<file path="config.mk">
export PLATFORM = sky130hd
export DESIGN_NAME = isp_top
export DESIGN_NICKNAME = d
export VERILOG_FILES = /design/src/design/isp_pkg.sv /design/src/design/isp_top.sv
export SDC_FILE = /design/constraint.sdc
export NUM_CORES = 1
export LEC_CHECK = 0
export BUFFER_PORTS_ARGS = -buffer_cell sky130_fd_sc_hd__buf_2
export CAP_MARGIN = 20
export CORE_ASPECT_RATIO = 0.7
export CORE_MARGIN = 10
export CORE_UTILIZATION = 48
export CTS_BUF_LIST = sky130_fd_sc_hd__clkbuf_8
export DETAILED_ROUTE_END_ITERATION = 8
export GPL_TIMING_DRIVEN = 0
export PLACE_DENSITY = 0.7
export SLEW_MARGIN = 40
export SYNTH_ARGS = -nofsm -noshare
export SYNTH_HDL_FRONTEND = slang
export SYNTH_SLANG_ARGS = --single-unit
</file>
<file path="constraint.sdc">
create_clock -name pclk -period 12.9 [get_ports pclk]
set_input_delay 0.645 -clock pclk [delete_from_list [all_inputs] [get_ports pclk]]
set_output_delay 0.645 -clock pclk [all_outputs]
set_load 0.01 [all_outputs]
</file>
<file path="src/design/isp_pkg.sv">
// Purpose: constants of the interrupt source front end
// Assumes: 32-bit APB word registers, one 125 MHz clock
// Notes:   offsets are byte addresses; vectors are 8-bit codes
//
// Contract
// - four-bit priority fields, binary, reset zero
// - seventeen levels ranked zero to sixteen
// - priority zero source is never forwarded
// - pin non-maskable level sixteen, always accepted
// - non-maskable pin edge, one select bit
// - non-maskable accept loads mask fifteen
// - per pin sense bit plus edge field
// - each request pin has own priority
// - low mode request follows pin low
// - low mode flag reads current request
// - falling mode raises on high to low
// - edge detection latched until accepted
// - read one then write zero clears
// - pin accept loads its priority mask
// - each peripheral source has distinct vector
// - each peripheral has own priority field
// - peripheral accept loads its priority mask
// - equal priority: smaller vector served first
package isp_pkg;
  ////////////////////////////////////////////////////////////////////////////
  localparam int          NPIN        = 4;        // request pins
  localparam int          NPER        = 4;        // peripheral lines
  localparam int          NSRC        = NPIN + NPER;
  localparam int          PRIO_W      = 4;        // field width
  localparam int          LVL_W       = 5;        // seventeen-level scale
  localparam logic [4:0]  LVL_NMI     = 5'h10;    // level sixteen
  localparam logic [3:0]  MASK_NMI    = 4'hf;     // mask loaded by nmi
  localparam logic [3:0]  PRIO_RST    = 4'h0;
  ////////////////////////////////////////////////////////////////////////////
  // register byte offsets
  localparam logic [7:0]  OFS_CTRL_ONE = 8'h00;   // irq_ctrl_one
  localparam logic [7:0]  OFS_EDGE_TWO = 8'h04;   // pin_edge_ctrl_two
  localparam logic [7:0]  OFS_STATUS   = 8'h08;   // pin_request_status
  localparam logic [7:0]  OFS_PRIO_A   = 8'h0c;   // priority_bank_a
  localparam logic [7:0]  OFS_PRIO_B   = 8'h10;   // peripheral priority bank
  // field positions
  localparam int          NMI_SEL_BIT  = 8;       // nonmaskable_edge_select
  localparam int          SENSE_LSB    = 0;       // pin_sense_select[3:0]
  localparam logic [1:0]  EDGE_RISE    = 2'h1;    // pin_edge_select code
  localparam logic [1:0]  EDGE_FALL    = 2'h0;    // any other code falls too
  localparam logic [15:0] BANK_RST     = 16'h0000;
  ////////////////////////////////////////////////////////////////////////////
  // vector numbers
  localparam logic [7:0]  VEC_NMI      = 8'h0b;
  localparam logic [7:0]  VEC_PIN_BASE = 8'h40;
  localparam logic [7:0]  VEC_PER_BASE = 8'h58;
  localparam logic [7:0]  VEC_PER_STEP = 8'h04;
endpackage

</file>
<file path="src/design/isp_top.sv">
// Purpose: pin and peripheral interrupt detection, priority, request
// Assumes: core samples int_request/int_vector, pulses core_accept
// Notes:   pins pass two flops; peripheral lines are same-clock levels
`timescale 1ns/1ps
module isp_top
  import isp_pkg::*;
(
  // clock and reset
  input  wire logic                 pclk,
  input  wire logic                 presetn,
  // apb slave
  input  wire logic                 psel,
  input  wire logic                 penable,
  input  wire logic                 pwrite,
  input  wire logic [7:0]           paddr,
  input  wire logic [31:0]          pwdata,
  output logic      [31:0]          prdata,
  output logic                      pready,
  output logic                      pslverr,
  // pins
  input  wire logic                 nmi_pin,
  input  wire logic [isp_pkg::NPIN-1:0] irq_pin_n,
  // peripheral request lines
  input  wire logic [isp_pkg::NPER-1:0] periph_req,
  // core side
  input  wire logic [3:0]           processor_mask_level,
  input  wire logic                 core_accept,
  output logic                      int_request,
  output logic      [7:0]           int_vector,
  output logic      [3:0]           int_new_mask
);
  import isp_pkg::*;

  ////////////////////////////////////////////////////////////////////////////
  // registers
  logic             nonmaskable_edge_select; // 1 = rising edge
  logic [NPIN-1:0]  pin_sense_select;        // 0 = low level, 1 = edge
  logic [7:0]       pin_edge_select;         // two bits per pin
  logic [15:0]      priority_bank_a;         // pin priorities, pin0 on top
  logic [15:0]      priority_bank_b;         // peripheral priorities
  logic [NPIN-1:0]  edge_flag;               // latched edge detections
  logic [NPIN-1:0]  flag_armed;              // flag was read as one
  logic             nmi_pend;                // latched nmi edge

  // synchronisers: stage one only feeds stage two
  logic             nmi_s1;
  logic             nmi_s2;
  logic             nmi_s3;                  // previous sample
  logic [NPIN-1:0]  irq_s1;
  logic [NPIN-1:0]  irq_s2;
  logic [NPIN-1:0]  irq_s3;

  // decoded bus phases
  logic             acc_done;                // access phase completes
  logic             wr_done;
  logic             rd_done;

  // detection terms
  logic             nmi_edge;
  logic [NPIN-1:0]  pin_fall;
  logic [NPIN-1:0]  pin_rise;
  logic [NPIN-1:0]  pin_edge_hit;
  logic [NPIN-1:0]  pin_level;               // low-level requests
  logic [NPIN-1:0]  pin_req;                 // requests seen by arbiter
  logic [NPIN-1:0]  status_view;             // value read from status
  logic [NPIN-1:0]  flag_clear;
  logic [NPIN-1:0]  pin_taken;               // accepted this cycle

  // arbiter results
  logic             next_request;
  logic [7:0]       next_vector;
  logic [3:0]       next_mask;

  ////////////////////////////////////////////////////////////////////////////
  // bus phase decode; pready is raised by the setup cycle so every
  // access takes exactly one access cycle
  assign acc_done = psel && penable && pready;
  assign wr_done  = acc_done && pwrite;
  assign rd_done  = acc_done && !pwrite;

  // pin synchronisers
  always_ff @(posedge pclk or negedge presetn) begin
    if (!presetn) begin
      nmi_s1 <= 1'b0;
      nmi_s2 <= 1'b0;
      nmi_s3 <= 1'b0;
      irq_s1 <= '1;       // request pins idle high
      irq_s2 <= '1;
      irq_s3 <= '1;
    end else begin
      nmi_s1 <= nmi_pin;
      nmi_s2 <= nmi_s1;
      nmi_s3 <= nmi_s2;
      irq_s1 <= irq_pin_n;
      irq_s2 <= irq_s1;
      irq_s3 <= irq_s2;
    end
  end

  ////////////////////////////////////////////////////////////////////////////
  // edge and level detection
  always_comb begin
    nmi_edge = nonmaskable_edge_select ? (nmi_s2 && !nmi_s3)
                                       : (!nmi_s2 && nmi_s3);
    for (int i = 0; i < NPIN; i++) begin
      pin_fall[i]     = irq_s3[i] && !irq_s2[i];
      pin_rise[i]     = !irq_s3[i] && irq_s2[i];
      // sense bit and edge field pick the mode
      pin_edge_hit[i] = pin_sense_select[i] &&
                        ((pin_edge_select[2*i +: 2] == EDGE_RISE) ? pin_rise[i]
                                                                  : pin_fall[i]);
      pin_level[i]    = !pin_sense_select[i] && !irq_s2[i];
      pin_req[i]      = pin_sense_select[i] ? edge_flag[i] : pin_level[i];
      status_view[i]  = pin_sense_select[i] ? edge_flag[i] : pin_level[i];
      flag_clear[i]   = wr_done && (paddr == OFS_STATUS) &&
                        !pwdata[i] && flag_armed[i];
      pin_taken[i]    = core_accept && int_request &&
                        (int_vector == VEC_PIN_BASE + 8'(i));
    end
  end

  ////////////////////////////////////////////////////////////////////////////
  // latched edge flags; a new edge wins over a clear in the same cycle
  always_ff @(posedge pclk or negedge presetn) begin
    if (!presetn) begin
      edge_flag  <= '0;
      flag_armed <= '0;
    end else begin
      for (int i = 0; i < NPIN; i++) begin
        if (pin_edge_hit[i]) begin
          edge_flag[i] <= 1'b1;
        end else if (flag_clear[i] || pin_taken[i]) begin
          edge_flag[i] <= 1'b0;
        end
        // arm only when software saw the flag set
        if (rd_done && (paddr == OFS_STATUS) && status_view[i]) begin
          flag_armed[i] <= 1'b1;
        end else if (flag_clear[i] || !edge_flag[i]) begin
          flag_armed[i] <= 1'b0;
        end
      end
    end
  end

  // nmi pending, held until the core takes it
  always_ff @(posedge pclk or negedge presetn) begin
    if (!presetn) begin
      nmi_pend <= 1'b0;
    end else if (nmi_edge) begin
      nmi_pend <= 1'b1;
    end else if (core_accept && int_request && int_vector == VEC_NMI) begin
      nmi_pend <= 1'b0;
    end
  end

  ////////////////////////////////////////////////////////////////////////////
  // control register writes
  always_ff @(posedge pclk or negedge presetn) begin
    if (!presetn) begin
      nonmaskable_edge_select <= 1'b0;
      pin_sense_select        <= '0;
      pin_edge_select         <= '0;
      priority_bank_a         <= BANK_RST;
      priority_bank_b         <= BANK_RST;
    end else if (wr_done) begin
      unique case (paddr)
        OFS_CTRL_ONE: begin
          nonmaskable_edge_select <= pwdata[NMI_SEL_BIT];
          pin_sense_select        <= pwdata[SENSE_LSB +: NPIN];
        end
        OFS_EDGE_TWO: pin_edge_select <= pwdata[7:0];
        OFS_PRIO_A:   priority_bank_a <= pwdata[15:0];
        OFS_PRIO_B:   priority_bank_b <= pwdata[15:0];
        default: ;    // status handled above, others ignored
      endcase
    end
  end

  // read data, ready and error are prepared in the setup cycle
  always_ff @(posedge pclk or negedge presetn) begin
    if (!presetn) begin
      prdata  <= '0;
      pready  <= 1'b0;
      pslverr <= 1'b0;
    end else begin
      pready  <= psel && !penable;
      pslverr <= 1'b0;
      prdata  <= '0;
      if (psel && !penable) begin
        unique case (paddr)
          OFS_CTRL_ONE: prdata <= {23'h0, nonmaskable_edge_select, 4'h0,
                                   pin_sense_select};
          OFS_EDGE_TWO: prdata <= {24'h0, pin_edge_select};
          OFS_STATUS:   prdata <= {28'h0, status_view};
          OFS_PRIO_A:   prdata <= {16'h0, priority_bank_a};
          OFS_PRIO_B:   prdata <= {16'h0, priority_bank_b};
          default:      pslverr <= 1'b1;   // unmapped address
        endcase
      end
    end
  end

  ////////////////////////////////////////////////////////////////////////////
  // arbiter: scan sources in rising vector order and replace the winner
  // only on a strictly higher level, so ties go to the smaller vector
  always_comb begin
    logic [LVL_W-1:0] best_lvl;
    logic [3:0]       prio;
    logic             req;
    logic [7:0]       vec;
    best_lvl     = '0;
    prio         = '0;
    req          = 1'b0;
    vec          = '0;
    next_request = 1'b0;
    next_vector  = '0;
    next_mask    = '0;
    for (int s = 0; s < NSRC; s++) begin
      if (s < NPIN) begin
        req  = pin_req[s];
        prio = priority_bank_a[15 - 4*s -: 4];
        vec  = VEC_PIN_BASE + 8'(s);
      end else begin
        req  = periph_req[s - NPIN];
        prio = priority_bank_b[15 - 4*(s - NPIN) -: 4];
        vec  = VEC_PER_BASE + 8'(s - NPIN) * VEC_PER_STEP;
      end
      // zero masks; level must exceed current core mask
      if (req && prio != PRIO_RST && prio > processor_mask_level &&
          {1'b0, prio} > best_lvl) begin
        best_lvl     = {1'b0, prio};
        next_request = 1'b1;
        next_vector  = vec;
        next_mask    = prio;
      end
    end
    // nmi outranks all at level sixteen, ignoring the core mask
    if (nmi_pend) begin
      best_lvl     = LVL_NMI;
      next_request = 1'b1;
      next_vector  = VEC_NMI;
      next_mask    = MASK_NMI;
    end
  end

  // registered request to the core
  always_ff @(posedge pclk or negedge presetn) begin
    if (!presetn) begin
      int_request  <= 1'b0;
      int_vector   <= '0;
      int_new_mask <= '0;
    end else begin
      int_request  <= next_request;
      int_vector   <= next_vector;
      int_new_mask <= next_mask;
    end
  end
endmodule

</file>
Word level (Yosys, flattened, before mapping):

Index checks and enable logic that the tools add are counted.

* memories kept: 0
* output and inout port bits: 47
* bits in read-only memories: 0
* logic and storage cells: 242
* input port bits: 59
* memory bits (writable): 0
* latch bits: 0
* register bits after elaboration: 116

* reductions and logical operators: 122
* add/subtract/negate cells: 0
* eq/ne operators: 13
* divide/modulo/power cells: 0
* bitwise logic cells: 0
* mux-type cells: 65
* multiply operators: 0
* shift operators: 0
* $lt $le $gt $ge: 16

Operator list (count)
* case mux 16 bit (5 select lines): 1
* logical AND 1 bit: 67
* two-way mux 8 bit: 8
* two-way mux 4 bit: 10
* two-way mux 1 bit: 38
* greater-than comparator 4 x 5 -> 1 bit: 7
* == test 8 x 7 -> 1 bit (second input constant): 4
* greater-than comparator 4 bit: 8
* two-way mux 32 bit: 1
* nonzero test 4 bit: 8
* two-way mux 5 bit: 6
* == test 8 x 4 -> 1 bit (second input constant): 3
* zero test 1 bit: 24
* nonzero test 2 bit: 9
* == test 2 x 1 -> 1 bit (second input constant): 4
* == test 8 x 3 -> 1 bit (second input constant): 1
* == test 8 x 5 -> 1 bit (second input constant): 1
* zero test 8 bit: 1
* logical OR 1 bit: 8
* AND reduction 2 bit: 4
* two-way mux 7 bit: 1
* OR reduction 5 bit: 1
* greater-than comparator 4 x 1 -> 1 bit (second input constant): 1

Depth between registers and ports, before layout:

* word-level depth: 29
* depth in mapped cells: 56
* mapped depth without buffers: 53

Least setup slack after synthesis:

Ideal clock, no wire load.

* path kind: input-to-reg
* start: input processor_mask_level[1]
* end: register int_vector[0]
* stages: 52
* slack: 2681 ps
* data arrival time: 10099 ps
* required time: 12780 ps
* cell sequence: inv_1 > ha_1 > nor2b_1 > o211ai_1 > a211oi_2 > nand2_1 > ha_1 > nor2b_1 > o211ai_1 > a22o_2 > nor2_2 > o21ai_0 > inv_1 > ha_1 > nand3_1 > o221ai_1 > nand4b_1 > or2_1 > (+16 left out) > nand4_1 > a21o_1 > or2_1 > buf_6 > a31oi_1 > o31ai_2 > xor2_1 > a41o_1 > o21bai_4 > mux2_4 > ha_1 > a41oi_1 > nand3_1 > nor3_1 > inv_1 > and2_1 > buf_2 > a31o_1

* longest elaborated chain between the ends: 26
* elaborated cells on any way between the ends: 46
* those cells by class: 15 x order compare; 15 x mux; 16 x reduce/logical

RTL lines
* from (decl): line isp_top.sv:26 `input wire logic [3:0] processor_mask_level,`
* greater-than comparator 4 bit: line isp_top.sv:229 `if (req && prio != PRIO_RST && prio > processor_mask_level &&`
* logical AND 1 bit (2 in series): line isp_top.sv:229
* two-way mux 4 bit: line isp_top.sv:229
* greater-than comparator 4 x 5 -> 1 bit: line isp_top.sv:230 `{1'b0, prio} > best_lvl) begin`
* logical AND 1 bit: line isp_top.sv:229
* two-way mux 5 bit: line isp_top.sv:229
* greater-than comparator 4 x 5 -> 1 bit: line isp_top.sv:230
* logical AND 1 bit: line isp_top.sv:229
* (+10 left out)
* greater-than comparator 4 x 5 -> 1 bit: line isp_top.sv:230
* logical AND 1 bit: line isp_top.sv:229
* two-way mux 5 bit: line isp_top.sv:229
* greater-than comparator 4 x 5 -> 1 bit: line isp_top.sv:230
* logical AND 1 bit: line isp_top.sv:229
* two-way mux 8 bit (*): line isp_top.sv:229
* two-way mux 8 bit (*): line isp_top.sv:238 `if (nmi_pend) begin`
* named net next_vector[0]: line isp_top.sv:71 `logic [7:0] next_vector;`
* to (signal assigned): line isp_top.sv:254 `int_vector <= next_vector;`
* to (decl): line isp_top.sv:29 `output logic [7:0] int_vector,`

The timed path passes the listed nets; every way through them passes the cells marked *.
A chain may end at the register's enable or synchronous reset.

Worst setup path after layout:

* start: input processor_mask_level[3]
* end: register int_vector[1]

Same word-level chain as after synthesis.

==> load_flow_metrics.sql <==
INSERT INTO impl_metrics (metric_group, metric, value, unit) VALUES
('floorplanning', 'top_level_pins', '106', ''),
('pwr', 'power_per_cell_area', '96.8', 'nW/um^2'),
('setup_path', 'ff2ff_path_depth', '52', ''),
('global_route', 'grt_use_met3', '0.0564', ''),
('yosys', 'postSynthRegisterBits', '99', ''),
('floorplanning', 'die-area', '17500', 'sq um'),
('pwr', 'pwr-share-comb', '0.159', ''),
('setup_path', 'flop2flop_setup_slack', '1.23', 'ns'),
('timing', 'fmax', '0.0837', 'GHz'),
('drt', 'routedWlPerCell', '19.8', 'microns'),
('placed_design', 'dp.final_hpwl', '13300', 'microns'),
('floorplanning', 'core_region_area', '12300', 'sq um'),
('yosys', 'synth.largest_area_cell', 'sky130_fd_sc_hd__dfrtp_1', ''),
('yosys', 'syn_area', '6000', 'sq um'),
('yosys', 'netlist_top_cells_area', 'sky130_fd_sc_hd__dfrtp_1, sky130_fd_sc_hd__ha_1, sky130_fd_sc_hd__mux2_2', ''),
('setup_path', 'worst_setup_path_start_kind', 'input port', ''),
('setup_path', 'endpoint', 'int_vector[1]', ''),
('setup_path', 'end_kind', 'flip-flop', ''),
('yosys', 'ys.flop_type', 'sky130_fd_sc_hd__dfrtp_1', ''),
('setup_path', 'critPathLaunch', 'processor_mask_level[3]', ''),
('setup_path', 'critical_path.reg2reg.endpoint', 'int_vector[1]', ''),
('clock_network', 'clk_path_buf_depth', '2', ''),
('yosys', 'ys_warn_count', '0', ''),
('timing', 'tns', '0', 'ns'),
('setup_path', 'cpMaxStageDelayCell', 'sky130_fd_sc_hd__nor3_1', ''),
('floorplanning', 'placement_rows', '34', ''),
('setup_path', 'critPathMaxStageDelay', '0.63', 'ns'),
('yosys', 'postSynth.asyncResetShare', '1.00', ''),
('global_route', 'number_of_global_route_vias_before_repair', '4934', ''),
('setup_path', 'worst_r2r_startpoint', 'priority_bank_a[13]', ''),
('pwr', 'static_leakage', '3.35', 'nW'),
('timing', 'hold_violations_final', '0', ''),
('global_route', 'grt_first_pass_wirelength', '26800', 'microns'),
('final_layout', 'syn_to_final_growth', '14.8', '%'),
('final_layout', 'final_net_count', '809', ''),
('drt', 'drt_iter0_drc', '435', ''),
('yosys', 'synth.top_cell.area_share', '0.363', ''),
('setup_path', 'crit_path_frequent_cell', 'sky130_fd_sc_hd__ha_1', ''),
('floorplanning', 'floorplan.initialDensity', '0.487', ''),
('clock_network', 'post_cts.resized_instances', '0', ''),
('clock_network', 'cts-htree-levels', '3', ''),
('yosys', 'seq_area_frac_synth', '0.415', ''),
('drt', 'viasPerCell', '5.81', ''),
('floorplanning', 'floorplan.die.width', '154', 'microns'),
('global_route', 'grt_start_max_net_pins', '70', ''),
('run_status', 'outcome', 'finished clean', ''),
('yosys', 'syn_area_per_cell', '10.1', 'sq um'),
('flow_run', 'max_cap_violations', '0', ''),
('pwr', 'power_frac_clock', '0.329', ''),
('final_layout', 'fillers', '1088', ''),
('drt', 'drtPass1Iterations', '6', ''),
('global_route', 'globalRoute.busiestLayer', 'met2', ''),
('timing', 'fin_crit', '11.94', 'ns'),
('worst_hold_path', 'kind_of_path_behind_the_tightest_hold_check', 'input port to asynchronous set/reset pin', ''),
('placed_design', 'place_ws', '0.815', 'ns'),
('setup_path', 'count_of_buffering_cells_on_the_critical_path_with_inverters_included', '8', ''),
('timing', 'final-setup-viol-count', '0', ''),
('timing', 'rsz_0062_raised_after_global_routing', 'false', ''),
('final_layout', 'finalCoreUtilization', '0.559', ''),
('clock_network', 'cts_hold_buf', '0', ''),
('placed_design', 'placed_area', '6670', 'sq um'),
('setup_path', 'worstPathArrival', '12.22', 'ns'),
('drt', 'drt_wl_total', '17000', 'microns'),
('setup_path', 'timing.critical_path.depth', '54', ''),
('pwr', 'netSwitchingFraction', '0.297', ''),
('setup_path', 'cell_family_with_most_cp_delay', 'simple AND/OR/NAND/NOR gates', ''),
('global_route', 'global_route.usage.met1', '0.260', ''),
('final_layout', 'final_common_cell', 'sky130_fd_sc_hd__dfrtp_1', ''),
('clock_network', 'post_cts_buffers', '0', ''),
('clock_network', 'cts_root_buffer', 'sky130_fd_sc_hd__clkbuf_8', ''),
('pwr', 'pwr-share-seq', '0.512', '');
-- worst reg2reg max path: cells and delay by family, from the launching register on --
| kind | cells | cell delay, ns |
|---|---|---|
| AO/OA/AOI/OAI | 16 | 3.59 |
| XOR/XNOR | 1 | 0.20 |
| adder cells (fa/ha/maj) | 7 | 2.18 |
| buffers and inverters | 6 | 0.79 |
| flip-flops | 1 | 0.49 |
| multiplexers | 2 | 0.65 |
| AND/OR/NAND/NOR | 20 | 3.70 |
-- layer usage --
layer  wire [microns]  vias up
li1                 -     2310
met1             7480     2430
met2             7600      224
met3             1510       31
met4              393        0
met5                0        -
-- layout make-up --
type,instances,share of cell area
multi-input cells,440,0.470
flip-flops and latches,99,0.362
repair buffers,73,0.0577
plain buffers,33,0.0301
well taps,162,0.0294
inverters,36,0.0196
clock buffers,9,0.0180
clock inverters,7,0.0136
-- synthesized netlist by cell type, types with 5 or more instances --
| master | count |
|---|---|
| sky130_fd_sc_hd__nand4_1 | 11 |
| sky130_fd_sc_hd__a21o_1 | 5 |
| sky130_fd_sc_hd__o211ai_1 | 6 |
| sky130_fd_sc_hd__mux2i_1 | 8 |
| sky130_fd_sc_hd__buf_4 | 17 |
| sky130_fd_sc_hd__mux2_2 | 38 |
| sky130_fd_sc_hd__a22oi_1 | 13 |
| sky130_fd_sc_hd__ha_1 | 58 |
| sky130_fd_sc_hd__dfrtp_1 | 87 |
| sky130_fd_sc_hd__nor3_1 | 10 |
| sky130_fd_sc_hd__nor2b_1 | 7 |
| sky130_fd_sc_hd__nand3_1 | 11 |
| sky130_fd_sc_hd__nor4_1 | 5 |
| sky130_fd_sc_hd__and3_1 | 5 |
| sky130_fd_sc_hd__and2_1 | 8 |
| sky130_fd_sc_hd__clkbuf_1 | 12 |
| sky130_fd_sc_hd__a21oi_1 | 36 |
| sky130_fd_sc_hd__dfstp_2 | 12 |
| sky130_fd_sc_hd__o22ai_1 | 5 |
| sky130_fd_sc_hd__inv_1 | 36 |
| sky130_fd_sc_hd__o21ai_0 | 30 |
| sky130_fd_sc_hd__o21ai_1 | 6 |
| sky130_fd_sc_hd__mux2_4 | 7 |
| sky130_fd_sc_hd__nor2_1 | 44 |
| sky130_fd_sc_hd__nand2b_1 | 8 |
| sky130_fd_sc_hd__nand2_1 | 46 |
-- cell families after synthesis --
kind of cell | count (synthesis) | share of synthesized area
adder cells (fa/ha/maj) | 58 | 0.121
AND/OR/NAND/NOR | 177 | 0.151
flip-flops | 99 | 0.415
multiplexers | 54 | 0.106
AO/OA/AOI/OAI | 132 | 0.147
other | 1 | 0.000625
XOR/XNOR | 2 | 0.00292
buffers and inverters | 69 | 0.0571
-- registers in the layout (all words and copies together), names as in the netlist, 4 cells and up --
name              flops
prdata               16
priority_bank_a      16
priority_bank_b      16
pin_edge_select       8
int_vector            7
edge_flag             4
flag_armed            4
int_new_mask          4
irq_s1                4
irq_s2                4
irq_s3                4
pin_sense_select      4
-- per-stage QoR --
step / cells / total power, mW
4_1_cts: 859 / 0.670
3_5_place_dp: 843 / 0.453
3_3_place_gp: 842 / 0.447
5_1_grt: 859 / 0.699
2_1_floorplan: 608 / 0.405
6_report: 859 / 0.667
-- worst min path at each step --
stage / to / slack [ns]
2_1_floorplan: nmi_s2 / 0.33
3_3_place_gp: nmi_s2 / 0.33
3_5_place_dp: nmi_s2 / 0.34
4_1_cts: prdata[15] / 0.09
5_1_grt: prdata[15] / 0.08
6_report: prdata[15] / 0.08
-- power by group through the flow --
stage / registers, mW / clock network, mW / logic, mW
after global placement: 0.346 / 0 / 0.100
after floorplan: 0.352 / 0 / 0.0533
after detailed placement: 0.348 / 0 / 0.105
after CTS: 0.342 / 0.222 / 0.106
after global routing: 0.344 / 0.237 / 0.118
final: 0.341 / 0.219 / 0.106
(Power assumes the default switching activity.)
